## src/hw/cpu_ctl_params.svh

```systemverilog
`ifndef CPU_CTL_PARAMS_SVH
`define CPU_CTL_PARAMS_SVH

`define STACK_LEVELS      7
`define ADDR_W            14
// cycle type codes driven on the top two bits at the second state
`define CTYP_FETCH        2'h0
`define CTYP_READ         2'h2
`define CTYP_PORT         2'h1
`define CTYP_WRITE        2'h3
// state codes shown on the status pins
`define ST_CODE_ADDR_LO   3'h2
`define ST_CODE_INT_ACK   3'h6
`define ST_CODE_ADDR_HI   3'h4
`define ST_CODE_WAIT      3'h0
`define ST_CODE_FETCH     3'h1
`define ST_CODE_STOPPED   3'h3
`define ST_CODE_EXEC1     3'h7
`define ST_CODE_EXEC2     3'h5
// restart entry spacing: field shifted left by this much
`define RESTART_SHIFT     3
// flag select codes
`define FSEL_CARRY        2'h0
`define FSEL_ZERO         2'h1
`define FSEL_SIGN         2'h2
`define FSEL_PARITY       2'h3

`endif

```

## src/hw/cpu_ctl_pkg.sv

```systemverilog
package cpu_ctl_pkg;

    typedef enum logic [4:0] {
        ST_ADDR_LO = 5'b00001,
        ST_INT_ACK = 5'b00011,
        ST_ADDR_HI = 5'b00010,
        ST_WAIT    = 5'b00110,
        ST_FETCH   = 5'b00100,
        ST_STOPPED = 5'b01100,
        ST_EXEC1   = 5'b01000,
        ST_EXEC2   = 5'b10000
    } state_t;

    typedef enum logic [1:0] {
        CYC_ONE   = 2'b00,
        CYC_TWO   = 2'b01,
        CYC_THREE = 2'b10
    } cycle_t;

    typedef struct packed {
        logic sign;
        logic zero;
        logic parity;
        logic carry;
    } flags_t;

    typedef struct packed {
        logic call_always;
        logic call_if_flag_clear;
        logic call_if_flag_set;
        logic return_always;
        logic return_if_flag_clear;
        logic return_if_flag_set;
        logic restart;
        logic port_read_instr;
        logic port_write_instr;
        logic halt_instr;
        logic jump_any;
        logic mem_load;
        logic mem_store;
    } decode_t;

endpackage

```

## src/hw/addr_stack.sv

```systemverilog
`timescale 1ns/10ps
`default_nettype none
`include "cpu_ctl_params.svh"

// seven-level return address stack; push and pop are one-cycle strobes
module addr_stack #(
    parameter int LEVELS = `STACK_LEVELS,
    parameter int AW     = `ADDR_W
) (
    // clock and reset
    input  wire logic          mclk,
    input  wire logic          rstn,
    input  wire logic          ce,
    // stack control
    input  wire logic          push,
    input  wire logic          pop,
    input  wire logic [AW-1:0] push_addr,
    output logic      [AW-1:0] top_addr
);
    logic [AW-1:0] entry_q [LEVELS];

    assign top_addr = entry_q[0];

    // deeper than seven calls silently drops the oldest address
    genvar i;
    generate
        for (i = 0; i < LEVELS; i++) begin : g_lvl
            always_ff @(posedge mclk or negedge rstn) begin
                if (!rstn) begin
                    entry_q[i] <= '0;
                end else if (ce && push) begin
                    if (i == 0) begin
                        entry_q[i] <= push_addr;
                    end else begin
                        entry_q[i] <= entry_q[(i == 0) ? 0 : i-1];
                    end
                end else if (ce && pop) begin
                    if (i == LEVELS-1) begin
                        entry_q[i] <= '0;
                    end else begin
                        entry_q[i] <= entry_q[(i == LEVELS-1) ? i : i+1];
                    end
                end
            end
        end
    endgenerate
endmodule

`default_nettype wire

```

## src/hw/cpu_stack_io_state_control.sv

```systemverilog
// What this block does
// - call pushes pc, loads target; seven levels
// - conditional call on flag match, else skip
// - byte two low, byte three high, top ignored
// - return pops one level into pc
// - conditional return pops on match, else advance
// - restart calls one of eight page-zero entries
// - port read: two cycles, three-bit device field
// - port cycle drives acc, instruction, captures data
// - port fourth state drives flags on bits 0-3
// - port write: five-bit field, acc then instruction
// - halt stops at once, pc already advanced
// - two clock periods per state, sync marks
// - first state: low address out, pc increments
// - interrupt-ack first state holds pc
// - second state: high address, type, carry
// - wait state until ready rises
// - third state fetches, reads or writes
// - stopped until interrupt request
// - first exec state shows data; skipped when unneeded
// - sequencer is five-bit shift register, steered
// - wait and stop cycle inside the third state
// - early return to first state per cycle
`timescale 1ns/10ps
`default_nettype none
`include "cpu_ctl_params.svh"

module cpu_stack_io_state_control #(
    parameter int AW = `ADDR_W
) (
    // clock, reset, enable
    input  wire logic                  mclk,
    input  wire logic                  rstn,
    input  wire logic                  ce,
    // control inputs
    input  wire logic                  ready,
    input  wire logic                  int_req,
    input  wire cpu_ctl_pkg::flags_t   flags,
    input  wire logic [7:0]            acc,
    // multiplexed bus
    input  wire logic [7:0]            bus_in,
    output logic      [7:0]            bus_out,
    output logic                       bus_oe,
    // status
    output logic      [2:0]            state_code,
    output logic                       sync,
    output logic                       acc_load,
    output logic      [7:0]            acc_data,
    output logic      [AW-1:0]         pc,
    output logic      [7:0]            instr
);
    cpu_ctl_pkg::state_t st_q, st_d;
    cpu_ctl_pkg::cycle_t cyc_q, cyc_d;
    logic          phase_q;
    logic          int_pend_q;
    logic          ack_q;
    logic          halted_q;
    logic          carry_q;
    logic          taken_q;
    logic [7:0]    ir_q;
    logic [7:0]    lo_q;
    logic [AW-1:0] pc_q;
    logic [7:0]    bus_q;
    logic          oe_q;
    logic          sync_q;
    logic          load_q;
    logic [7:0]    adata_q;
    logic [2:0]    code_q;
    logic [AW-1:0] top_addr;

    function automatic cpu_ctl_pkg::decode_t decode(input logic [7:0] op);
        cpu_ctl_pkg::decode_t d;
        d = '0;
        d.call_always          = (op[7:6] == 2'b01) && (op[2:0] == 3'b110);
        d.call_if_flag_clear   = (op[7:6] == 2'b01) && !op[5] && (op[2:0] == 3'b010);
        d.call_if_flag_set     = (op[7:6] == 2'b01) && op[5] && (op[2:0] == 3'b010);
        d.jump_any             = (op[7:6] == 2'b01) && ((op[2:0] == 3'b100) || (op[2:0] == 3'b000));
        d.return_always        = (op[7:6] == 2'b00) && (op[2:0] == 3'b111);
        d.return_if_flag_clear = (op[7:6] == 2'b00) && !op[5] && (op[2:0] == 3'b011);
        d.return_if_flag_set   = (op[7:6] == 2'b00) && op[5] && (op[2:0] == 3'b011);
        d.restart              = (op[7:6] == 2'b00) && (op[2:0] == 3'b101);
        d.port_read_instr      = (op[7:6] == 2'b01) && (op[5:4] == 2'b00) && op[0];
        d.port_write_instr     = (op[7:6] == 2'b01) && (op[5:4] != 2'b00) && op[0];
        d.halt_instr           = (op[7:1] == 7'b0000000) || (op == 8'hff);
        d.mem_load             = ((op[7:6] == 2'b11) && (op[2:0] == 3'b111) && (op[5:3] != 3'b111))
                                 || ((op[7:6] == 2'b10) && (op[2:0] == 3'b111))
                                 || ((op[7:6] == 2'b00) && (op[2:0] == 3'b110) && (op[5:3] != 3'b111))
                                 || ((op[7:6] == 2'b00) && (op[2:0] == 3'b100));
        d.mem_store            = ((op[7:6] == 2'b11) && (op[5:3] == 3'b111) && (op[2:0] != 3'b111))
                                 || (op == 8'h3e);
        return d;
    endfunction

    function automatic logic flag_pick(input logic [1:0] sel, input cpu_ctl_pkg::flags_t f);
        case (sel)
            `FSEL_CARRY:  flag_pick = f.carry;
            `FSEL_ZERO:   flag_pick = f.zero;
            `FSEL_SIGN:   flag_pick = f.sign;
            `FSEL_PARITY: flag_pick = f.parity;
            default:      flag_pick = f.carry;
        endcase
    endfunction

    // decode of the instruction just arriving (fetch) and the one held
    wire cpu_ctl_pkg::decode_t dec_new = decode(bus_in);
    wire cpu_ctl_pkg::decode_t dec_ir  = decode(ir_q);
    wire cond_new   = flag_pick(bus_in[4:3], flags) == bus_in[5];
    wire is_fetch   = (cyc_q == cpu_ctl_pkg::CYC_ONE);
    wire step       = ce && phase_q;
    wire in_fetch   = (st_q == cpu_ctl_pkg::ST_FETCH);
    wire fetch_now  = step && in_fetch && is_fetch;
    wire ret_go     = dec_new.return_always
                      || ((dec_new.return_if_flag_clear || dec_new.return_if_flag_set) && cond_new);
    wire ret_fail   = (dec_new.return_if_flag_clear || dec_new.return_if_flag_set) && !cond_new;
    wire push_go    = fetch_now && dec_new.restart;
    wire pop_go     = fetch_now && ret_go;
    // push at the edge that loads the target, so the stack gets the return address
    wire call_push  = step && in_fetch && (cyc_q == cpu_ctl_pkg::CYC_THREE) && taken_q && ir_q != 8'h3e
                      && (dec_ir.call_always || dec_ir.call_if_flag_clear
                          || dec_ir.call_if_flag_set);
    wire [AW-1:0] rst_addr = AW'({bus_in[5:3], 3'b000});
    wire [AW-1:0] jmp_addr = {bus_in[5:0], lo_q};
    wire [8:0]    lo_inc   = {1'b0, pc_q[7:0]} + 9'h001;
    wire          ptype    = dec_ir.port_read_instr || dec_ir.port_write_instr;
    wire          port_new = is_fetch && (dec_new.port_read_instr || dec_new.port_write_instr);
    // a port cycle sends no address, so the pc must not move in it
    wire          pc_hold  = (cyc_q == cpu_ctl_pkg::CYC_TWO) && ptype;
    wire [1:0]    ctype    = !is_fetch && ptype ? `CTYP_PORT :
                             (cyc_q == cpu_ctl_pkg::CYC_TWO) && dec_ir.mem_store
                             || (cyc_q == cpu_ctl_pkg::CYC_THREE) && ir_q == 8'h3e ? `CTYP_WRITE :
                             is_fetch ? `CTYP_FETCH : `CTYP_READ;
    wire          ends_c1  = dec_new.halt_instr ? 1'b0 :
                             ret_fail || ret_go || dec_new.restart
                             || !(dec_new.port_read_instr || dec_new.port_write_instr
                                  || dec_new.mem_load || dec_new.mem_store
                                  || dec_new.call_always || dec_new.call_if_flag_clear
                                  || dec_new.call_if_flag_set || dec_new.jump_any);

    addr_stack #(
        .LEVELS    (`STACK_LEVELS),
        .AW        (AW)
    ) u_stack (
        .mclk      (mclk),
        .rstn      (rstn),
        .ce        (ce),
        .push      (push_go || call_push),
        .pop       (pop_go),
        .push_addr (pc_q),
        .top_addr  (top_addr)
    );

    // sequencer: five-bit shift ring, feedback steered by the instruction
    always_comb begin
        st_d  = st_q;
        cyc_d = cyc_q;
        case (st_q)
            cpu_ctl_pkg::ST_ADDR_LO,
            cpu_ctl_pkg::ST_INT_ACK: st_d = cpu_ctl_pkg::ST_ADDR_HI;
            cpu_ctl_pkg::ST_ADDR_HI: st_d = ready ? cpu_ctl_pkg::ST_FETCH : cpu_ctl_pkg::ST_WAIT;
            cpu_ctl_pkg::ST_WAIT:    st_d = ready ? cpu_ctl_pkg::ST_FETCH : cpu_ctl_pkg::ST_WAIT;
            cpu_ctl_pkg::ST_FETCH: begin
                st_d = cpu_ctl_pkg::ST_EXEC1;
                if (is_fetch && dec_new.halt_instr) begin
                    st_d = cpu_ctl_pkg::ST_STOPPED;
                end else if (is_fetch && ends_c1) begin
                    st_d  = cpu_ctl_pkg::ST_EXEC1;
                end else if (is_fetch) begin
                    st_d  = cpu_ctl_pkg::ST_ADDR_LO;
                    cyc_d = cpu_ctl_pkg::CYC_TWO;
                end else if (cyc_q == cpu_ctl_pkg::CYC_TWO
                             && (dec_ir.port_write_instr || dec_ir.mem_store)) begin
                    st_d  = cpu_ctl_pkg::ST_ADDR_LO;
                    cyc_d = cpu_ctl_pkg::CYC_ONE;
                end else if (cyc_q == cpu_ctl_pkg::CYC_TWO
                             && (dec_ir.call_always || dec_ir.call_if_flag_clear
                                 || dec_ir.call_if_flag_set || dec_ir.jump_any
                                 || ir_q == 8'h3e)) begin
                    st_d  = cpu_ctl_pkg::ST_ADDR_LO;
                    cyc_d = cpu_ctl_pkg::CYC_THREE;
                end else if (cyc_q == cpu_ctl_pkg::CYC_THREE && (ir_q == 8'h3e || !taken_q)) begin
                    st_d  = cpu_ctl_pkg::ST_ADDR_LO;
                    cyc_d = cpu_ctl_pkg::CYC_ONE;
                end
            end
            cpu_ctl_pkg::ST_STOPPED: st_d = int_req ? cpu_ctl_pkg::ST_INT_ACK
                                                    : cpu_ctl_pkg::ST_STOPPED;
            cpu_ctl_pkg::ST_EXEC1:   st_d = cpu_ctl_pkg::ST_EXEC2;
            cpu_ctl_pkg::ST_EXEC2: begin
                st_d  = (int_pend_q && cyc_q != cpu_ctl_pkg::CYC_TWO) ? cpu_ctl_pkg::ST_INT_ACK
                                                                       : cpu_ctl_pkg::ST_ADDR_LO;
                cyc_d = cpu_ctl_pkg::CYC_ONE;
            end
            default:                 st_d = cpu_ctl_pkg::ST_ADDR_LO;
        endcase
        if (st_d == cpu_ctl_pkg::ST_ADDR_LO && cyc_d == cpu_ctl_pkg::CYC_ONE && int_pend_q) begin
            st_d = cpu_ctl_pkg::ST_INT_ACK;
        end
    end

    wire [2:0] code_d = (st_d == cpu_ctl_pkg::ST_ADDR_LO) ? `ST_CODE_ADDR_LO :
                        (st_d == cpu_ctl_pkg::ST_INT_ACK) ? `ST_CODE_INT_ACK :
                        (st_d == cpu_ctl_pkg::ST_ADDR_HI) ? `ST_CODE_ADDR_HI :
                        (st_d == cpu_ctl_pkg::ST_WAIT)    ? `ST_CODE_WAIT    :
                        (st_d == cpu_ctl_pkg::ST_FETCH)   ? `ST_CODE_FETCH   :
                        (st_d == cpu_ctl_pkg::ST_STOPPED) ? `ST_CODE_STOPPED :
                        (st_d == cpu_ctl_pkg::ST_EXEC1)   ? `ST_CODE_EXEC1   : `ST_CODE_EXEC2;

    // every state is two clock periods; phase toggles each edge
    always_ff @(posedge mclk or negedge rstn) begin
        if (!rstn) begin
            phase_q <= 1'b0;
            sync_q  <= 1'b0;
        end else if (ce) begin
            phase_q <= !phase_q;
            sync_q  <= !phase_q;
        end
    end

    always_ff @(posedge mclk or negedge rstn) begin
        if (!rstn) begin
            st_q       <= cpu_ctl_pkg::ST_STOPPED;
            cyc_q      <= cpu_ctl_pkg::CYC_ONE;
            code_q     <= `ST_CODE_STOPPED;
            int_pend_q <= 1'b0;
        end else if (ce) begin
            if (int_req) begin
                int_pend_q <= 1'b1;
            end else if (step && st_q == cpu_ctl_pkg::ST_INT_ACK) begin
                int_pend_q <= 1'b0;
            end
            if (phase_q) begin
                st_q   <= st_d;
                cyc_q  <= cyc_d;
                code_q <= code_d;
            end
        end
    end

    // program counter, instruction and address bytes
    always_ff @(posedge mclk or negedge rstn) begin
        if (!rstn) begin
            pc_q    <= '0;
            carry_q <= 1'b0;
            ir_q    <= 8'h00;
            lo_q    <= 8'h00;
            taken_q <= 1'b0;
            ack_q   <= 1'b0;
        end else if (step) begin
            case (st_q)
                cpu_ctl_pkg::ST_ADDR_LO: begin
                    pc_q[7:0] <= pc_hold ? pc_q[7:0] : lo_inc[7:0];
                    carry_q   <= lo_inc[8] && !pc_hold;
                    ack_q     <= 1'b0;
                end
                cpu_ctl_pkg::ST_INT_ACK: begin
                    carry_q <= 1'b0;
                    ack_q   <= 1'b1;
                end
                cpu_ctl_pkg::ST_ADDR_HI: begin
                    if (carry_q) begin
                        pc_q[AW-1:8] <= pc_q[AW-1:8] + 1'b1;
                    end
                end
                cpu_ctl_pkg::ST_FETCH: begin
                    if (is_fetch) begin
                        ir_q    <= bus_in;
                        taken_q <= dec_new.call_always || dec_new.jump_any && bus_in[2:0] == 3'b100
                                   || cond_new;
                        if (ret_go) begin
                            pc_q <= top_addr;
                        end else if (dec_new.restart) begin
                            pc_q <= rst_addr;
                        end
                    end else if (cyc_q == cpu_ctl_pkg::CYC_TWO) begin
                        lo_q <= bus_in;
                    end else if (taken_q && ir_q != 8'h3e
                                 && (dec_ir.jump_any || dec_ir.call_always
                                     || dec_ir.call_if_flag_clear || dec_ir.call_if_flag_set)) begin
                        pc_q <= jmp_addr;
                    end
                end
                default: ;
            endcase
        end
    end

    // bus drive and accumulator capture, registered for clean outputs
    always_ff @(posedge mclk or negedge rstn) begin
        if (!rstn) begin
            bus_q   <= 8'h00;
            oe_q    <= 1'b0;
            load_q  <= 1'b0;
            adata_q <= 8'h00;
        end else if (ce) begin
            load_q <= 1'b0;
            if (phase_q) begin
                oe_q <= 1'b1;
                case (st_d)
                    cpu_ctl_pkg::ST_ADDR_LO,
                    cpu_ctl_pkg::ST_INT_ACK: bus_q <= (cyc_d == cpu_ctl_pkg::CYC_TWO && port_new) ? acc
                                                      : pc_q[7:0];
                    cpu_ctl_pkg::ST_ADDR_HI: bus_q <= (!is_fetch && ptype) ? ir_q
                                                      : {ctype, pc_q[AW-1:8]};
                    cpu_ctl_pkg::ST_EXEC1:   bus_q <= (!is_fetch && dec_ir.port_read_instr)
                                                      ? {4'h0, flags.carry, flags.parity, flags.zero, flags.sign}
                                                      : acc;
                    default: begin
                        bus_q <= 8'h00;
                        oe_q  <= (st_d == cpu_ctl_pkg::ST_FETCH) && ctype == `CTYP_WRITE;
                    end
                endcase
                if (st_q == cpu_ctl_pkg::ST_FETCH && !is_fetch && dec_ir.port_read_instr) begin
                    load_q  <= 1'b1;
                    adata_q <= bus_in;
                end
            end
        end
    end

    assign bus_out    = bus_q;
    assign bus_oe     = oe_q;
    assign state_code = code_q;
    assign sync       = sync_q;
    assign acc_load   = load_q;
    assign acc_data   = adata_q;
    assign pc         = pc_q;
    assign instr      = ir_q;
endmodule

`default_nettype wire

```

## config.mk

```make
export PLATFORM = sky130hd
export DESIGN_NAME = cpu_stack_io_state_control
export DESIGN_NICKNAME = d
export VERILOG_FILES = /design/src/hw/cpu_ctl_pkg.sv /design/src/hw/addr_stack.sv /design/src/hw/cpu_stack_io_state_control.sv
export VERILOG_INCLUDE_DIRS = /design/src /design/src/hw
export SDC_FILE = /design/constraint.sdc
export NUM_CORES = 1
export LEC_CHECK = 0
export ABC_AREA = 1
export BUFFER_PORTS_ARGS = -buffer_cell sky130_fd_sc_hd__clkbuf_2
export CAP_MARGIN = 10
export CORE_MARGIN = 5
export CORE_UTILIZATION = 63
export CTS_BUF_LIST = sky130_fd_sc_hd__clkbuf_4 sky130_fd_sc_hd__clkbuf_8
export CTS_CLUSTER_DIAMETER = 200
export DETAILED_ROUTE_END_ITERATION = 10
export HOLD_SLACK_MARGIN = 0.12
export PLACE_DENSITY = 0.88
export SLEW_MARGIN = 20
export SYNTH_ARGS = -nofsm -noshare
export SYNTH_HDL_FRONTEND = slang
export SYNTH_HIERARCHICAL = 1
export SYNTH_SLANG_ARGS = --single-unit
```

## constraint.sdc

```tcl
create_clock -name mclk -period 2.9 [get_ports mclk]
set_input_delay 0.87 -clock mclk [delete_from_list [all_inputs] [get_ports mclk]]
set_output_delay 0.87 -clock mclk [all_outputs]
set_load 0.05 [all_outputs]
```

==> results.md <==
- Die Y: roughly 130 um
- Die W: around 130 um
- Filler cells: ~1200
- Worst R2R Start: st_q[0]
- Layout cells sized above 1: 13.6%
- GRT overflow: 0
- Netlist cell types: 48
- Leakage: 5.48 nW
- Drt first pass iters: 6
- Final Total Pwr: 0.00626 W
- Initial Utilization: a little under two thirds
- Clk pin slew, worst setup/hold paths: approximately 90 ps
- Worst-case reg-to-reg path depth: 13
- GP Congestion: 0.999
- Detailed Route WL: approximately 24 mm
- Uppermost layer routed: met4
- Final Setup Violations: 0
- Port Buffers: about 70
- Pint: ~0.0038 W
- Logic pwr share: roughly 29%
- Area growth syn-to-layout: 8.02%
- Number of synthesized flops with an enable pin: 0
- Fin nets: 1333
- CP required: approximately 3300 ps
- Switching part of the total: 39.1%
- Number of global-route vias before repair: 8020
- Met3 WL: 1.96 mm
- Cell accounting for the most synthesized area: dfrtp_1
- FP Rows: 44
- Crit path launch type: flop
- Fmax: a little over 400 MHz
- FFs w/ async S/R, synth: 100%
- R2R Setup Slk: 420 ps
- Slew @ Worst Pin: 609 ps
- Synth area leaders: dfrtp_1, nand2_1, nand3_1
- Clk pwr share: 28.6%
- Routed via count: around 8800
- Ant diodes: 0
- Post-CTS Setup Inserts: 0
- Core area: ~14000 um^2
- Via density: between 5 and 6
- Outcome: finished clean
- Post-synthesis area per instance: about 7.2 um^2
- Clock Skews: about 11 ps
- Antenna viol nets, final: 0
- CP Max Fanout: 17
- CTS H-tree depth: 4
- Fin util: ~70%
- Type of the tightest min-delay check: in2async
- R2r endpoint: bus_out[1]
- Top Ports: between 60 and 70
- Relative slew slack: 59.3%
- First-pass GRT wire length: 40.1 mm
- TritonCTS clock tree: built
- Seq/Total Area, Yosys: 43.6%
- Max Root-Sink Buffers: 2
- Clk sinks: between 150 and 200
- Die area: approximately 17000 um^2
- Post-route minimum period: 2480 ps
- Final Hold Viols: 0
- Setup WS pre-CTS: approximately 180 ps
- Cts hold-fix bufs: 0
- Post-Syn Nets: approximately 1300
- Post-route setup TNS: 0 ps
- Root Driver: clkbuf_8
- Pin count of the biggest net entering global routing: ~110
- GRT Util Overall: roughly 30%
- Initial antenna violation count: 0
- Synth top area share: between 40% and 50%
- Power Density: about 630 nW/um^2
- Syn Inst Count: 1283
- Met2 wire length: ~11 mm
- Drt drc: 0
- Final Max Tran Viols: 0
- Peak supply drop: ~0.00036 V
- Initial DRC Count: between 1000 and 1500
- Hpwl dp: 16.1 mm
- M1 WL: between 10 and 15 mm
- Flops & latches, synth: 160
- Sequential share of power: between 40% and 50%
- Worst skew pair latency: roughly 470 ps
- Crit path arrival time: ~2800 ps
- Max Cap Viol: 0
- Crit path kind: reg2reg
- Sw Pwr: approximately 0.0024 W
- Most used DFF post-synth: dfrtp_1
- Post-Syn Area: 9190 um^2
- Final worst path period share: 85.7%
- PnR worst setup slack: ~420 ps
- Unrepaired setup endpoints after global routing: no
- TritonCTS Buffers: 17
- Synth warn: 6
- CP Capture Type: flop
- PostCTS Resize Cnt: 0
- Routed wire per std cell: roughly 16 um
==> layer usage <==
layer | up-vias | track usage (%)
met1 | 4153 | 43.4
met2 | 399 | 44.1
met3 | 52 | 5.49
met5 | - | 0
met4 | 0 | 9.56
li1 | 4179 | -
==> state kept, by name, indices dropped and copies added (netlist names), 5 cells and up <==
signal and cells:
acc_data 8, bus_out 8, instr 8, lo_q 8
pc 14, st_q 5, u_stack/entry_q 84, u_stack/top_addr 14
==> layout by cell type (no fill, tap or decap), types with 2 or more instances in the layout <==
cell,n
o21ai_1,12
nor2_4,4
nand3b_1,2
nand3_2,3
nand2_2,8
nor2_2,10
clkbuf_8,20
nand3_4,3
o221ai_1,2
bufinv_16,3
o21ai_0,53
nand3_1,236
clkinvlp_4,2
buf_4,18
inv_6,2
nand2_4,3
dfstp_2,4
inv_1,47
clkinv_4,3
or2_2,2
ha_1,2
nand4_1,6
inv_2,11
o211ai_1,7
nor2_1,41
buf_12,6
a21oi_1,16
clkbuf_2,66
dfrtp_1,156
nand2_1,544
o22ai_1,2
==> worst max-delay path, cell delays in order (launching register included) <==
cell	delay [ps]
dfrtp_1	440
nor2_4	180
nand3_4	300
nor2_4	180
buf_4	230
nand2_1	150
nand2_1	130
inv_1	70
nand2_2	110
inv_2	90
nand2_1	60
o21ai_0	90
o21ai_1	250
nand2_1	80
==> how the worst max path moves through the flow <==
stage          startpoint  slack [ps]             endpoint
2_1_floorplan          ce         410  u_stack/top_addr[2]
3_3_place_gp    bus_in[4]         220           bus_out[0]
3_5_place_dp    bus_in[3]         180           bus_out[3]
4_1_cts           st_q[0]         490           bus_out[1]
5_1_grt           st_q[0]         310           bus_out[1]
6_report          st_q[0]         420           bus_out[1]
==> stage by stage <==
stage               std cells  instance area, um^2  hold WS [ps]
floorplan                1283                 9190           452
global placement         1471                 9500           464
detailed placement       1471                 9500           469
global route             1502                 9930           286
finish                   1502                 9930           279
CTS                      1502                 9930           270
==> cell usage after synthesis, drive strengths merged (2+ instances only) <==
master / count
o221ai: 2
nand4: 6
nor2: 55
ha: 2
inv: 59
buf: 71
o211ai: 7
dfrtp: 156
o31ai: 2
or2: 2
dfstp: 4
o22ai: 2
nand3b: 3
clkbuf: 17
nor4: 2
nand2: 555
nand3: 242
o21ai: 66
a21oi: 18
==> power by group through the flow <==
stage | sequential [W] | combinational, W | clock, W
after floorplan | 0.00314 | 0.000832 | 0
after global placement | 0.00270 | 0.00174 | 0
after detailed placement | 0.00270 | 0.00177 | 0
after CTS | 0.00266 | 0.00178 | 0.00182
after global routing | 0.00269 | 0.00195 | 0.00191
final | 0.00267 | 0.00180 | 0.00179
==> kinds of logic after synthesis <==
family	synth area share [%]
fa+ha+maj	0.272
xor+xnor	0.191
compound gates	6.61
buf+inv	8.34
flops	43.6
simple gates	41.0
==> final cells by class <==
type	count	area, um^2	share of cell area [%]
Tap cell	184	230	2.32
Inverter	59	224	2.26
Sequential cell	160	4010	40.4
Clock buffer	20	275	2.77
Clock inverter	11	154	1.55
Multi-Input combinational cell	976	4440	44.7
Timing Repair Buffer	92	602	6.06
(Power assumes the default switching activity.)
